`src/core/sfx_pkg.sv`:
```
package sfx_pkg;
  // Exception flag vector positions.
  localparam int FLAG_W = 6;
  localparam int FLAG_INV = 0;
  localparam int FLAG_DEN = 1;
  localparam int FLAG_DIVZ = 2;
  localparam int FLAG_OVF = 3;
  localparam int FLAG_UNF = 4;
  localparam int FLAG_PREC = 5;
  // Immediate bit that suppresses precision on round operations.
  localparam int ROUND_IMM_SUPPRESS_BIT = 3;
  localparam int IMM_W = 8;
  localparam logic [5:0] FLAGS_NONE = 6'h00;
  localparam logic [5:0] FLAGS_ARITH = 6'h3B;
  localparam logic [5:0] FLAGS_INV_PREC = 6'h21;
  localparam logic [5:0] FLAGS_INV_ONLY = 6'h01;

  typedef enum logic [3:0] {
    SFX_OP_OTHER_EXT3,
    SFX_OP_INT_EXT,
    SFX_OP_OTHER_EXT4,
    SFX_OP_ALT_ADDSUB_PACKED_DOUBLE,
    SFX_OP_ALT_ADDSUB_PACKED_SINGLE,
    SFX_OP_TRUNCATING_INT_STORE,
    SFX_OP_HORIZ_ADD_DOUBLE,
    SFX_OP_HORIZ_ADD_SINGLE,
    SFX_OP_HORIZ_SUB_DOUBLE,
    SFX_OP_HORIZ_SUB_SINGLE,
    SFX_OP_DOT_PRODUCT_DOUBLE,
    SFX_OP_DOT_PRODUCT_SINGLE,
    SFX_OP_ROUND_PACKED_DOUBLE,
    SFX_OP_ROUND_PACKED_SINGLE,
    SFX_OP_ROUND_SCALAR_DOUBLE,
    SFX_OP_ROUND_SCALAR_SINGLE
  } sfx_op_t;
endpackage

```
`src/core/sfx_req_if.sv`:
```
`timescale 1ns/1ps
interface sfx_req_if;
  import sfx_pkg::*;
  logic valid;
  sfx_op_t op;
  logic [IMM_W-1:0] imm;
  logic [FLAG_W-1:0] flags;
  modport src (output valid, output op, output imm, input flags);
  modport dst (input valid, input op, input imm, output flags);
endinterface
```
`src/core/sfx_classifier.sv`:
```
`timescale 1ns/1ps
module sfx_classifier
  import sfx_pkg::*;
(
  // Clock and reset
  input wire logic clk_sys,
  input wire logic sys_rst,
  // Instruction request
  input wire logic op_valid,
  input wire sfx_pkg::sfx_op_t op_code,
  input wire logic [sfx_pkg::IMM_W-1:0] op_imm,
  // Classification result
  output logic flags_valid,
  output logic [sfx_pkg::FLAG_W-1:0] flags_possible
);
  import sfx_pkg::*;

  sfx_req_if req ();

  assign req.valid = op_valid;
  assign req.op = op_code;
  assign req.imm = op_imm;

  sfx_lookup u_lookup (
    .req(req)
  );

  // Operation groups, decoded apart from the table so that a wrong table entry cannot
  // raise a flag that the group of the operation never raises.
  logic grp_addsub_double;
  logic grp_addsub_single;
  logic grp_horiz_add;
  logic grp_horiz_sub;
  logic grp_dot;
  logic grp_round;
  logic grp_trunc;
  logic grp_ext3_other;
  logic grp_int_ext;
  logic grp_ext4_other;

  always_comb begin
    grp_addsub_double = 1'b0;
    grp_addsub_single = 1'b0;
    grp_horiz_add = 1'b0;
    grp_horiz_sub = 1'b0;
    grp_dot = 1'b0;
    grp_round = 1'b0;
    grp_trunc = 1'b0;
    grp_ext3_other = 1'b0;
    grp_int_ext = 1'b0;
    grp_ext4_other = 1'b0;
    unique case (op_code)
      SFX_OP_ALT_ADDSUB_PACKED_DOUBLE: begin
        grp_addsub_double = 1'b1;
      end
      SFX_OP_ALT_ADDSUB_PACKED_SINGLE: begin
        grp_addsub_single = 1'b1;
      end
      SFX_OP_HORIZ_ADD_DOUBLE: begin
        grp_horiz_add = 1'b1;
      end
      SFX_OP_HORIZ_ADD_SINGLE: begin
        grp_horiz_add = 1'b1;
      end
      SFX_OP_HORIZ_SUB_DOUBLE: begin
        grp_horiz_sub = 1'b1;
      end
      SFX_OP_HORIZ_SUB_SINGLE: begin
        grp_horiz_sub = 1'b1;
      end
      SFX_OP_DOT_PRODUCT_DOUBLE: begin
        grp_dot = 1'b1;
      end
      SFX_OP_DOT_PRODUCT_SINGLE: begin
        grp_dot = 1'b1;
      end
      SFX_OP_ROUND_PACKED_DOUBLE: begin
        grp_round = 1'b1;
      end
      SFX_OP_ROUND_PACKED_SINGLE: begin
        grp_round = 1'b1;
      end
      SFX_OP_ROUND_SCALAR_DOUBLE: begin
        grp_round = 1'b1;
      end
      SFX_OP_ROUND_SCALAR_SINGLE: begin
        grp_round = 1'b1;
      end
      SFX_OP_TRUNCATING_INT_STORE: begin
        grp_trunc = 1'b1;
      end
      SFX_OP_OTHER_EXT3: begin
        grp_ext3_other = 1'b1;
      end
      SFX_OP_INT_EXT: begin
        grp_int_ext = 1'b1;
      end
      SFX_OP_OTHER_EXT4: begin
        grp_ext4_other = 1'b1;
      end
    endcase
  end

  // Extension family of each operation. A flag-raising group only counts inside its own family, which
  // keeps the silent integer set fenced off even if a group decode is mis-wired.
  logic fam_ext3;
  logic fam_int_ext;
  logic fam_ext4;

  always_comb begin
    fam_ext3 = 1'b0;
    fam_int_ext = 1'b0;
    fam_ext4 = 1'b0;
    unique case (op_code)
      SFX_OP_OTHER_EXT3: begin
        fam_ext3 = 1'b1;
      end
      SFX_OP_INT_EXT: begin
        fam_int_ext = 1'b1;
      end
      SFX_OP_OTHER_EXT4: begin
        fam_ext4 = 1'b1;
      end
      SFX_OP_ALT_ADDSUB_PACKED_DOUBLE: begin
        fam_ext3 = 1'b1;
      end
      SFX_OP_ALT_ADDSUB_PACKED_SINGLE: begin
        fam_ext3 = 1'b1;
      end
      SFX_OP_TRUNCATING_INT_STORE: begin
        fam_ext3 = 1'b1;
      end
      SFX_OP_HORIZ_ADD_DOUBLE: begin
        fam_ext3 = 1'b1;
      end
      SFX_OP_HORIZ_ADD_SINGLE: begin
        fam_ext3 = 1'b1;
      end
      SFX_OP_HORIZ_SUB_DOUBLE: begin
        fam_ext3 = 1'b1;
      end
      SFX_OP_HORIZ_SUB_SINGLE: begin
        fam_ext3 = 1'b1;
      end
      SFX_OP_DOT_PRODUCT_DOUBLE: begin
        fam_ext4 = 1'b1;
      end
      SFX_OP_DOT_PRODUCT_SINGLE: begin
        fam_ext4 = 1'b1;
      end
      SFX_OP_ROUND_PACKED_DOUBLE: begin
        fam_ext4 = 1'b1;
      end
      SFX_OP_ROUND_PACKED_SINGLE: begin
        fam_ext4 = 1'b1;
      end
      SFX_OP_ROUND_SCALAR_DOUBLE: begin
        fam_ext4 = 1'b1;
      end
      SFX_OP_ROUND_SCALAR_SINGLE: begin
        fam_ext4 = 1'b1;
      end
    endcase
  end

  // Group hits qualified by their family, except the quiet set, which takes family and groups unqualified.
  logic arith_op;
  logic round_op;
  logic trunc_op;
  logic quiet_op;
  logic round_prec_masked;

  assign arith_op = (fam_ext3 & (grp_addsub_double | grp_addsub_single)) |
    (fam_ext3 & (grp_horiz_add | grp_horiz_sub)) |
    (fam_ext4 & grp_dot);
  assign round_op = fam_ext4 & grp_round;
  assign trunc_op = fam_ext3 & grp_trunc;
  assign quiet_op = fam_int_ext | grp_int_ext |
    grp_ext3_other | grp_ext4_other;
  // A set immediate bit takes precision out of a round operation's set.
  assign round_prec_masked = round_op & op_imm[ROUND_IMM_SUPPRESS_BIT];

  logic [FLAG_W-1:0] bound_mask;
  logic [FLAG_W-1:0] next_flags_possible;

  // One slice per flag: the union of what the active group may raise, cut by the table.
  for (genvar b = 0; b < FLAG_W; b++) begin : g_flag
    // Divide-by-zero is in no group's set, so its slice stays low for every operation.
    localparam bit ARITH_OK = FLAGS_ARITH[b] && (b != FLAG_DIVZ);
    localparam bit INV_OK = FLAGS_INV_ONLY[b];
    localparam bit PREC_OK = FLAGS_INV_PREC[b] && !FLAGS_INV_ONLY[b];
    logic arith_hit;
    logic inv_hit;
    logic prec_hit;

    assign arith_hit = arith_op & ARITH_OK;
    assign inv_hit = (round_op | trunc_op) & INV_OK;
    assign prec_hit = ((round_op & ~round_prec_masked) | trunc_op) & PREC_OK;
    assign bound_mask[b] = ~quiet_op & (arith_hit | inv_hit | prec_hit);
    assign next_flags_possible[b] = req.flags[b] & bound_mask[b];
  end

  // Registered so the result meets timing into the flag merge stage.
  always_ff @(posedge clk_sys) begin
    if (sys_rst) begin
      flags_valid <= 1'b0;
    end else begin
      flags_valid <= op_valid;
    end
  end

  // Flags fall back to zero between requests so a consumer may merge them unqualified.
  always_ff @(posedge clk_sys) begin
    if (sys_rst) begin
      flags_possible <= FLAGS_NONE;
    end else if (op_valid) begin
      flags_possible <= next_flags_possible;
    end else begin
      flags_possible <= FLAGS_NONE;
    end
  end
endmodule // sfx_classifier

```
`src/core/sfx_lookup.sv`:
```
`timescale 1ns/1ps
module sfx_lookup
  import sfx_pkg::*;
(
  sfx_req_if.dst req
);
  import sfx_pkg::*;

  always_comb begin
    req.flags = FLAGS_NONE;
    unique case (req.op)
      SFX_OP_ALT_ADDSUB_PACKED_DOUBLE: req.flags = FLAGS_ARITH;
      SFX_OP_ALT_ADDSUB_PACKED_SINGLE: req.flags = FLAGS_ARITH;
      SFX_OP_HORIZ_ADD_DOUBLE,
      SFX_OP_HORIZ_ADD_SINGLE: req.flags = FLAGS_ARITH;
      SFX_OP_HORIZ_SUB_DOUBLE,
      SFX_OP_HORIZ_SUB_SINGLE: req.flags = FLAGS_ARITH;
      SFX_OP_DOT_PRODUCT_DOUBLE,
      SFX_OP_DOT_PRODUCT_SINGLE: req.flags = FLAGS_ARITH;
      SFX_OP_TRUNCATING_INT_STORE: req.flags = FLAGS_INV_PREC;
      SFX_OP_ROUND_PACKED_DOUBLE,
      SFX_OP_ROUND_PACKED_SINGLE,
      SFX_OP_ROUND_SCALAR_DOUBLE,
      SFX_OP_ROUND_SCALAR_SINGLE: begin
        // A set immediate bit masks precision, invalid is always possible.
        req.flags = req.imm[ROUND_IMM_SUPPRESS_BIT] ? FLAGS_INV_ONLY : FLAGS_INV_PREC;
      end
      SFX_OP_OTHER_EXT3: req.flags = FLAGS_NONE;
      SFX_OP_INT_EXT: req.flags = FLAGS_NONE;
      SFX_OP_OTHER_EXT4: req.flags = FLAGS_NONE;
    endcase
    // An idle request answers with no flags, so a stale operation code cannot leak out.
    if (!req.valid) begin
      req.flags = FLAGS_NONE;
    end
  end
endmodule // sfx_lookup

```
`config.mk`:
```
export PLATFORM = sky130hd
export DESIGN_NAME = sfx_classifier
export DESIGN_NICKNAME = d
export VERILOG_FILES = /design/src/core/sfx_pkg.sv /design/src/core/sfx_req_if.sv /design/src/core/sfx_classifier.sv /design/src/core/sfx_lookup.sv
export SDC_FILE = /design/constraint.sdc
export NUM_CORES = 1
export LEC_CHECK = 0
export ABC_AREA = 1
export BUFFER_PORTS_ARGS = -buffer_cell sky130_fd_sc_hd__buf_2
export CAP_MARGIN = 20
export CORE_AREA = 2 2 39 41
export CTS_CLUSTER_SIZE = 40
export DETAILED_ROUTE_END_ITERATION = 6
export DIE_AREA = 0 0 41 43
export GPL_TIMING_DRIVEN = 0
export PLACE_DENSITY = 0.65
export SKIP_LAST_GASP = 1
export SLEW_MARGIN = 40
export SYNTH_ARGS = -nofsm -noshare
export SYNTH_HDL_FRONTEND = slang
export SYNTH_HIERARCHICAL = 1
export SYNTH_SLANG_ARGS = --single-unit
export TNS_END_PERCENT = 5
```
`constraint.sdc`:
```
create_clock -name clk_sys -period 0.85 [get_ports clk_sys]
set_input_delay 0.0425 -clock clk_sys [delete_from_list [all_inputs] [get_ports clk_sys]]
set_output_delay 0.0425 -clock clk_sys [all_outputs]
set_load 0.005 [all_outputs]
```
Word level (Yosys, flattened, before mapping)
Index checks and enable logic that the tools add are counted.
{"block": "totals", "ramBits": 0, "input_bits": 15, "wordCells": 71, "latch_bits": 0, "mem_count": 0, "reg_bits": 7, "mem_bits_ro": 0, "out_inout_bits": 7}
{"block": "classes", "n_shift": 0, "n_mul": 0, "n_lt_le_gt_ge": 0, "muxes": 15, "addsub": 0, "div_mod_pow": 0, "reduce_logical": 10, "n_bitwise": 28, "n_eq_ne": 15}
{"op": "== test 4 bit (second input constant)", "n": 8}
{"op": "one-hot mux 6 bit (4 select lines)", "n": 1}
{"op": "== test 4 x 3 -> 1 bit (second input constant)", "n": 4}
{"op": "OR reduction 8 bit", "n": 2}
{"op": "bitwise AND 1 bit", "n": 15}
{"op": "2-to-1 mux 1 bit", "n": 12}
{"op": "2-to-1 mux 6 bit", "n": 2}
{"op": "bitwise OR 1 bit", "n": 10}
{"op": "== test 4 x 2 -> 1 bit (second input constant)", "n": 2}
{"op": "OR reduction 2 bit", "n": 4}
{"op": "OR reduction 7 bit", "n": 1}
{"op": "== test 4 x 1 -> 1 bit (second input constant)", "n": 1}
{"op": "logical NOT 4 bit", "n": 1}
{"op": "OR reduction 4 bit", "n": 1}
{"op": "NOT 1 bit", "n": 3}
{"op": "OR reduction 3 bit", "n": 1}

Logic depth before layout (Yosys ltp)
{"block": "depth", "depth_word": 11, "ltp_mapped": 9, "ltp_nobuf": 8}

Cells and area by module
The synthesis kept the hierarchy.
{"module": "sfx_classifier", "instances": 1, "seq_area_each_um2": 120.1, "cells_each": 32, "area_each_um2": 239.0}
{"module": "sfx_lookup", "instances": 1, "seq_area_each_um2": 0.0, "cells_each": 23, "area_each_um2": 107.6}

Worst setup path after synthesis
No wires, ideal clock.
{"block": "synth_timing", "kind": "input port to flip-flop", "startpoint": "in op_code[1]", "endpoint": "reg flags_possible[3] (netlist bit)", "cell_stages": 9, "setup_ns": 0.112, "t_required_ns": 0.738, "slack_ns": 0.171, "n_path_buf": 1, "arrival_time_ns": 0.568, "cell_sequence": "inv_1 nand2_1 nand2_1 nand2_1 nand3_2 inv_1 buf_4 nand3_1 nor2_1"}
{"block": "synth_between", "elab_cells_between_ends": 48, "classes_between": "15 x eq/ne; 12 x mux; 12 x bitwise; 9 x reduce/logical"}
{"item": "start: declaration", "line": "sfx_classifier.sv:10", "text": "input wire sfx_pkg::sfx_op_t op_code,"}
{"item": "== test 4 x 2 -> 1 bit, or another cell as far along", "line": "sfx_lookup.sv:11", "text": "unique case (req.op)"}
{"item": "OR reduction 8 bit (no line), or another cell as far along"}
{"item": "one-hot mux 6 bit (4 select lines) *", "line": "sfx_lookup.sv:11"}
{"item": "2-to-1 mux 6 bit *", "line": "sfx_lookup.sv:33", "text": "if (!req.valid) begin"}
{"item": "via req.flags[3]", "line": "sfx_req_if.sv:7", "text": "logic [FLAG_W-1:0] flags;"}
{"item": "bitwise AND 1 bit *", "line": "sfx_classifier.sv:200", "text": "assign next_flags_possible[b] = req.flags[b] & bound_mask[b];"}
{"item": "end signal: assignment", "line": "sfx_classifier.sv:217", "text": "flags_possible <= next_flags_possible;"}
{"item": "end: declaration", "line": "sfx_classifier.sv:14", "text": "output logic [sfx_pkg::FLAG_W-1:0] flags_possible"}
The timed path passes the listed nets; every way through them passes the cells marked *.
A chain may end at the register's enable or synchronous reset.

Worst setup path after layout
{"block": "layout_timing", "startpoint": "in op_valid", "endpoint": "reg flags_valid"}
{"item": "start: declaration", "line": "sfx_classifier.sv:9", "text": "input wire logic op_valid,"}
{"item": "end signal: assignment", "line": "sfx_classifier.sv:208", "text": "flags_valid <= op_valid;"}
{"item": "end: declaration", "line": "sfx_classifier.sv:13", "text": "output logic flags_valid,"}
No word-level cell between the ends.

==> out/metrics.cfg <==
[sta]
rsz0062_at_grt = no
finalHoldViolations = 0
setup_viol = 0
fmax_mhz = 1391
fin_crit_ps = 719.1
tns_ps = 0
period_share_pct = 84.60
finalMaxSlewViolations = 0

[finish]
diodes = 0
post-route-util_pct = 32.73
drive_above_1_share_pct = 32.86
multiInputGateArea_um2 = 155.1
area_growth_pct = 35.07
mostFrequentLayoutCell = nand2_1
mostFrequentLayoutCells = nand2_1 (14), buf_2 (13), inv_1 (10)
area.sequential_um2 = 120.1
fin_nets = 87
fill_cells = 156
finalNonFillerCells = 86

[floorplanning]
io_pins = 22
die_y_um = 43
start_util_pct = 24.23
fp.coreArea_um2 = 1384
die_w_um = 41
dieArea_um2 = 1763
num_rows = 14

[route]
drt-initial-drc-count = 1
drc_errors = 0
postRouteAntennaNets = 0
viasPerCell = 3.884
routed-via-count = 334
routed_wl_um = 591
wire_per_inst_um = 6.872
drt_first_pass_iters = 2

[global_routing]
grt_max_degree = 9
grt_pass1_vias = 293
grt_pass1_wl_um = 1028
overflow = 0
antenna_found_initial = 0
track_usage_pct = 8.909

[min_path]
holdCritPathClass = primary input to flip-flop
worstHoldStart = op_imm[3]
holdPathStages = 4
holdPathEnd = flags_possible[5]$_SDFF_PP0_

[power_and_ir_drop]
power_density_nw_per_um2 = 1472
finalPower_uw = 666.8
ir_drop_mv = 0.2630
leakagePower_nw = 0.2770

[synthesis]
synth_nets = 68
synth_area_um2 = 335.3
synth_warnings = 6
syn_inst = 53
syn_area_per_cell_um2 = 6.327

[critical_path]
required_ps = 970
worstPathMaxFanout = 5
cp.arrival_ps = 840
start_kind = primary input
worst_setup_path_end_kind = flip-flop
path_class = primary input to flip-flop

[clocking]
h-tree-depth = 1
cts_post_setup_buffers_inserted = 0
cts_made_buffers = 3
cts-root-buf = clkbuf_4
ctsLongestPathBuffers = 2
clkTransAtPathRegs_ps = 40
cts_tree = yes
cts_sinks = 6

[status]
status = complete, no violations

[placement]
place_congestion = 0.7007
place_inst = 82
hpwl_um = 500.7
io_buffers = 13

[run]
maxCapViolations = 0

[area by class of cell]
cell class	count	area share (%)
Inverter	10	8.287
Timing Repair Buffer	14	16.57
Buffer	3	4.972
Multi-Input combinational cell	34	34.25
Tap cell	16	4.420
Sequential cell	6	26.52
Clock buffer	3	4.972
[per-layer routing]
layer	routed length [um]	share of wire, %	vias up	GRT usage (%)
met5	0	0	-	0
met1	288	49	133	11.46
met4	10	1.7	0	12.00
met2	246	42	13	10.94
li1	-	-	186	-
met3	45	7.6	2	0
[worst max-delay path: stages]
cell	delay (ps)
buf_2	120
inv_1	90
nor2_4	50
dlygate4sd3_1	540
[timing repair]
action / in CTS / in global routing
endpoints found under the hold margin: 1 / 0
hold buffers: 1 / 0
gates resized for setup: 0 / 0
[power breakdown]
group          total, mW  switching [mW]  internal, mW
sequential         0.294         0.00177         0.293
clock              0.249          0.0905         0.159
combinational      0.123          0.0669        0.0563
[flip-flops by register name, indices dropped and copies added, names as in the netlist]
signal / cells
flags_valid: 1
flags_possible: 5
[worst max-delay path by stage]
stage / cells past startpoint / end / start
global route: 10 / flags_possible[3]$_SDFF_PP0_ / op_code[2]
finish: 4 / flags_valid$_SDFF_PP0_ / op_valid
detailed placement: 10 / flags_possible[3]$_SDFF_PP0_ / op_code[2]
CTS: 4 / flags_valid$_SDFF_PP0_ / op_valid
floorplan: 9 / flags_possible[3]$_SDFF_PP0_ / op_code[1]
global placement: 10 / flags_possible[4]$_SDFF_PP0_ / op_code[2]
[metrics by stage]
stage	cell area (um2)	setup slack [ps]	hold WS, ps
after floorplan	335.3	170.9	121.6
after global placement	420.4	-19.49	254.1
after detailed placement	420.4	-61.35	251.0
after CTS	452.9	138.9	98.80
after global routing	452.9	59.78	114.7
final	452.9	130.9	104.5
No activity file was read; power rests on OpenSTA's default activity.
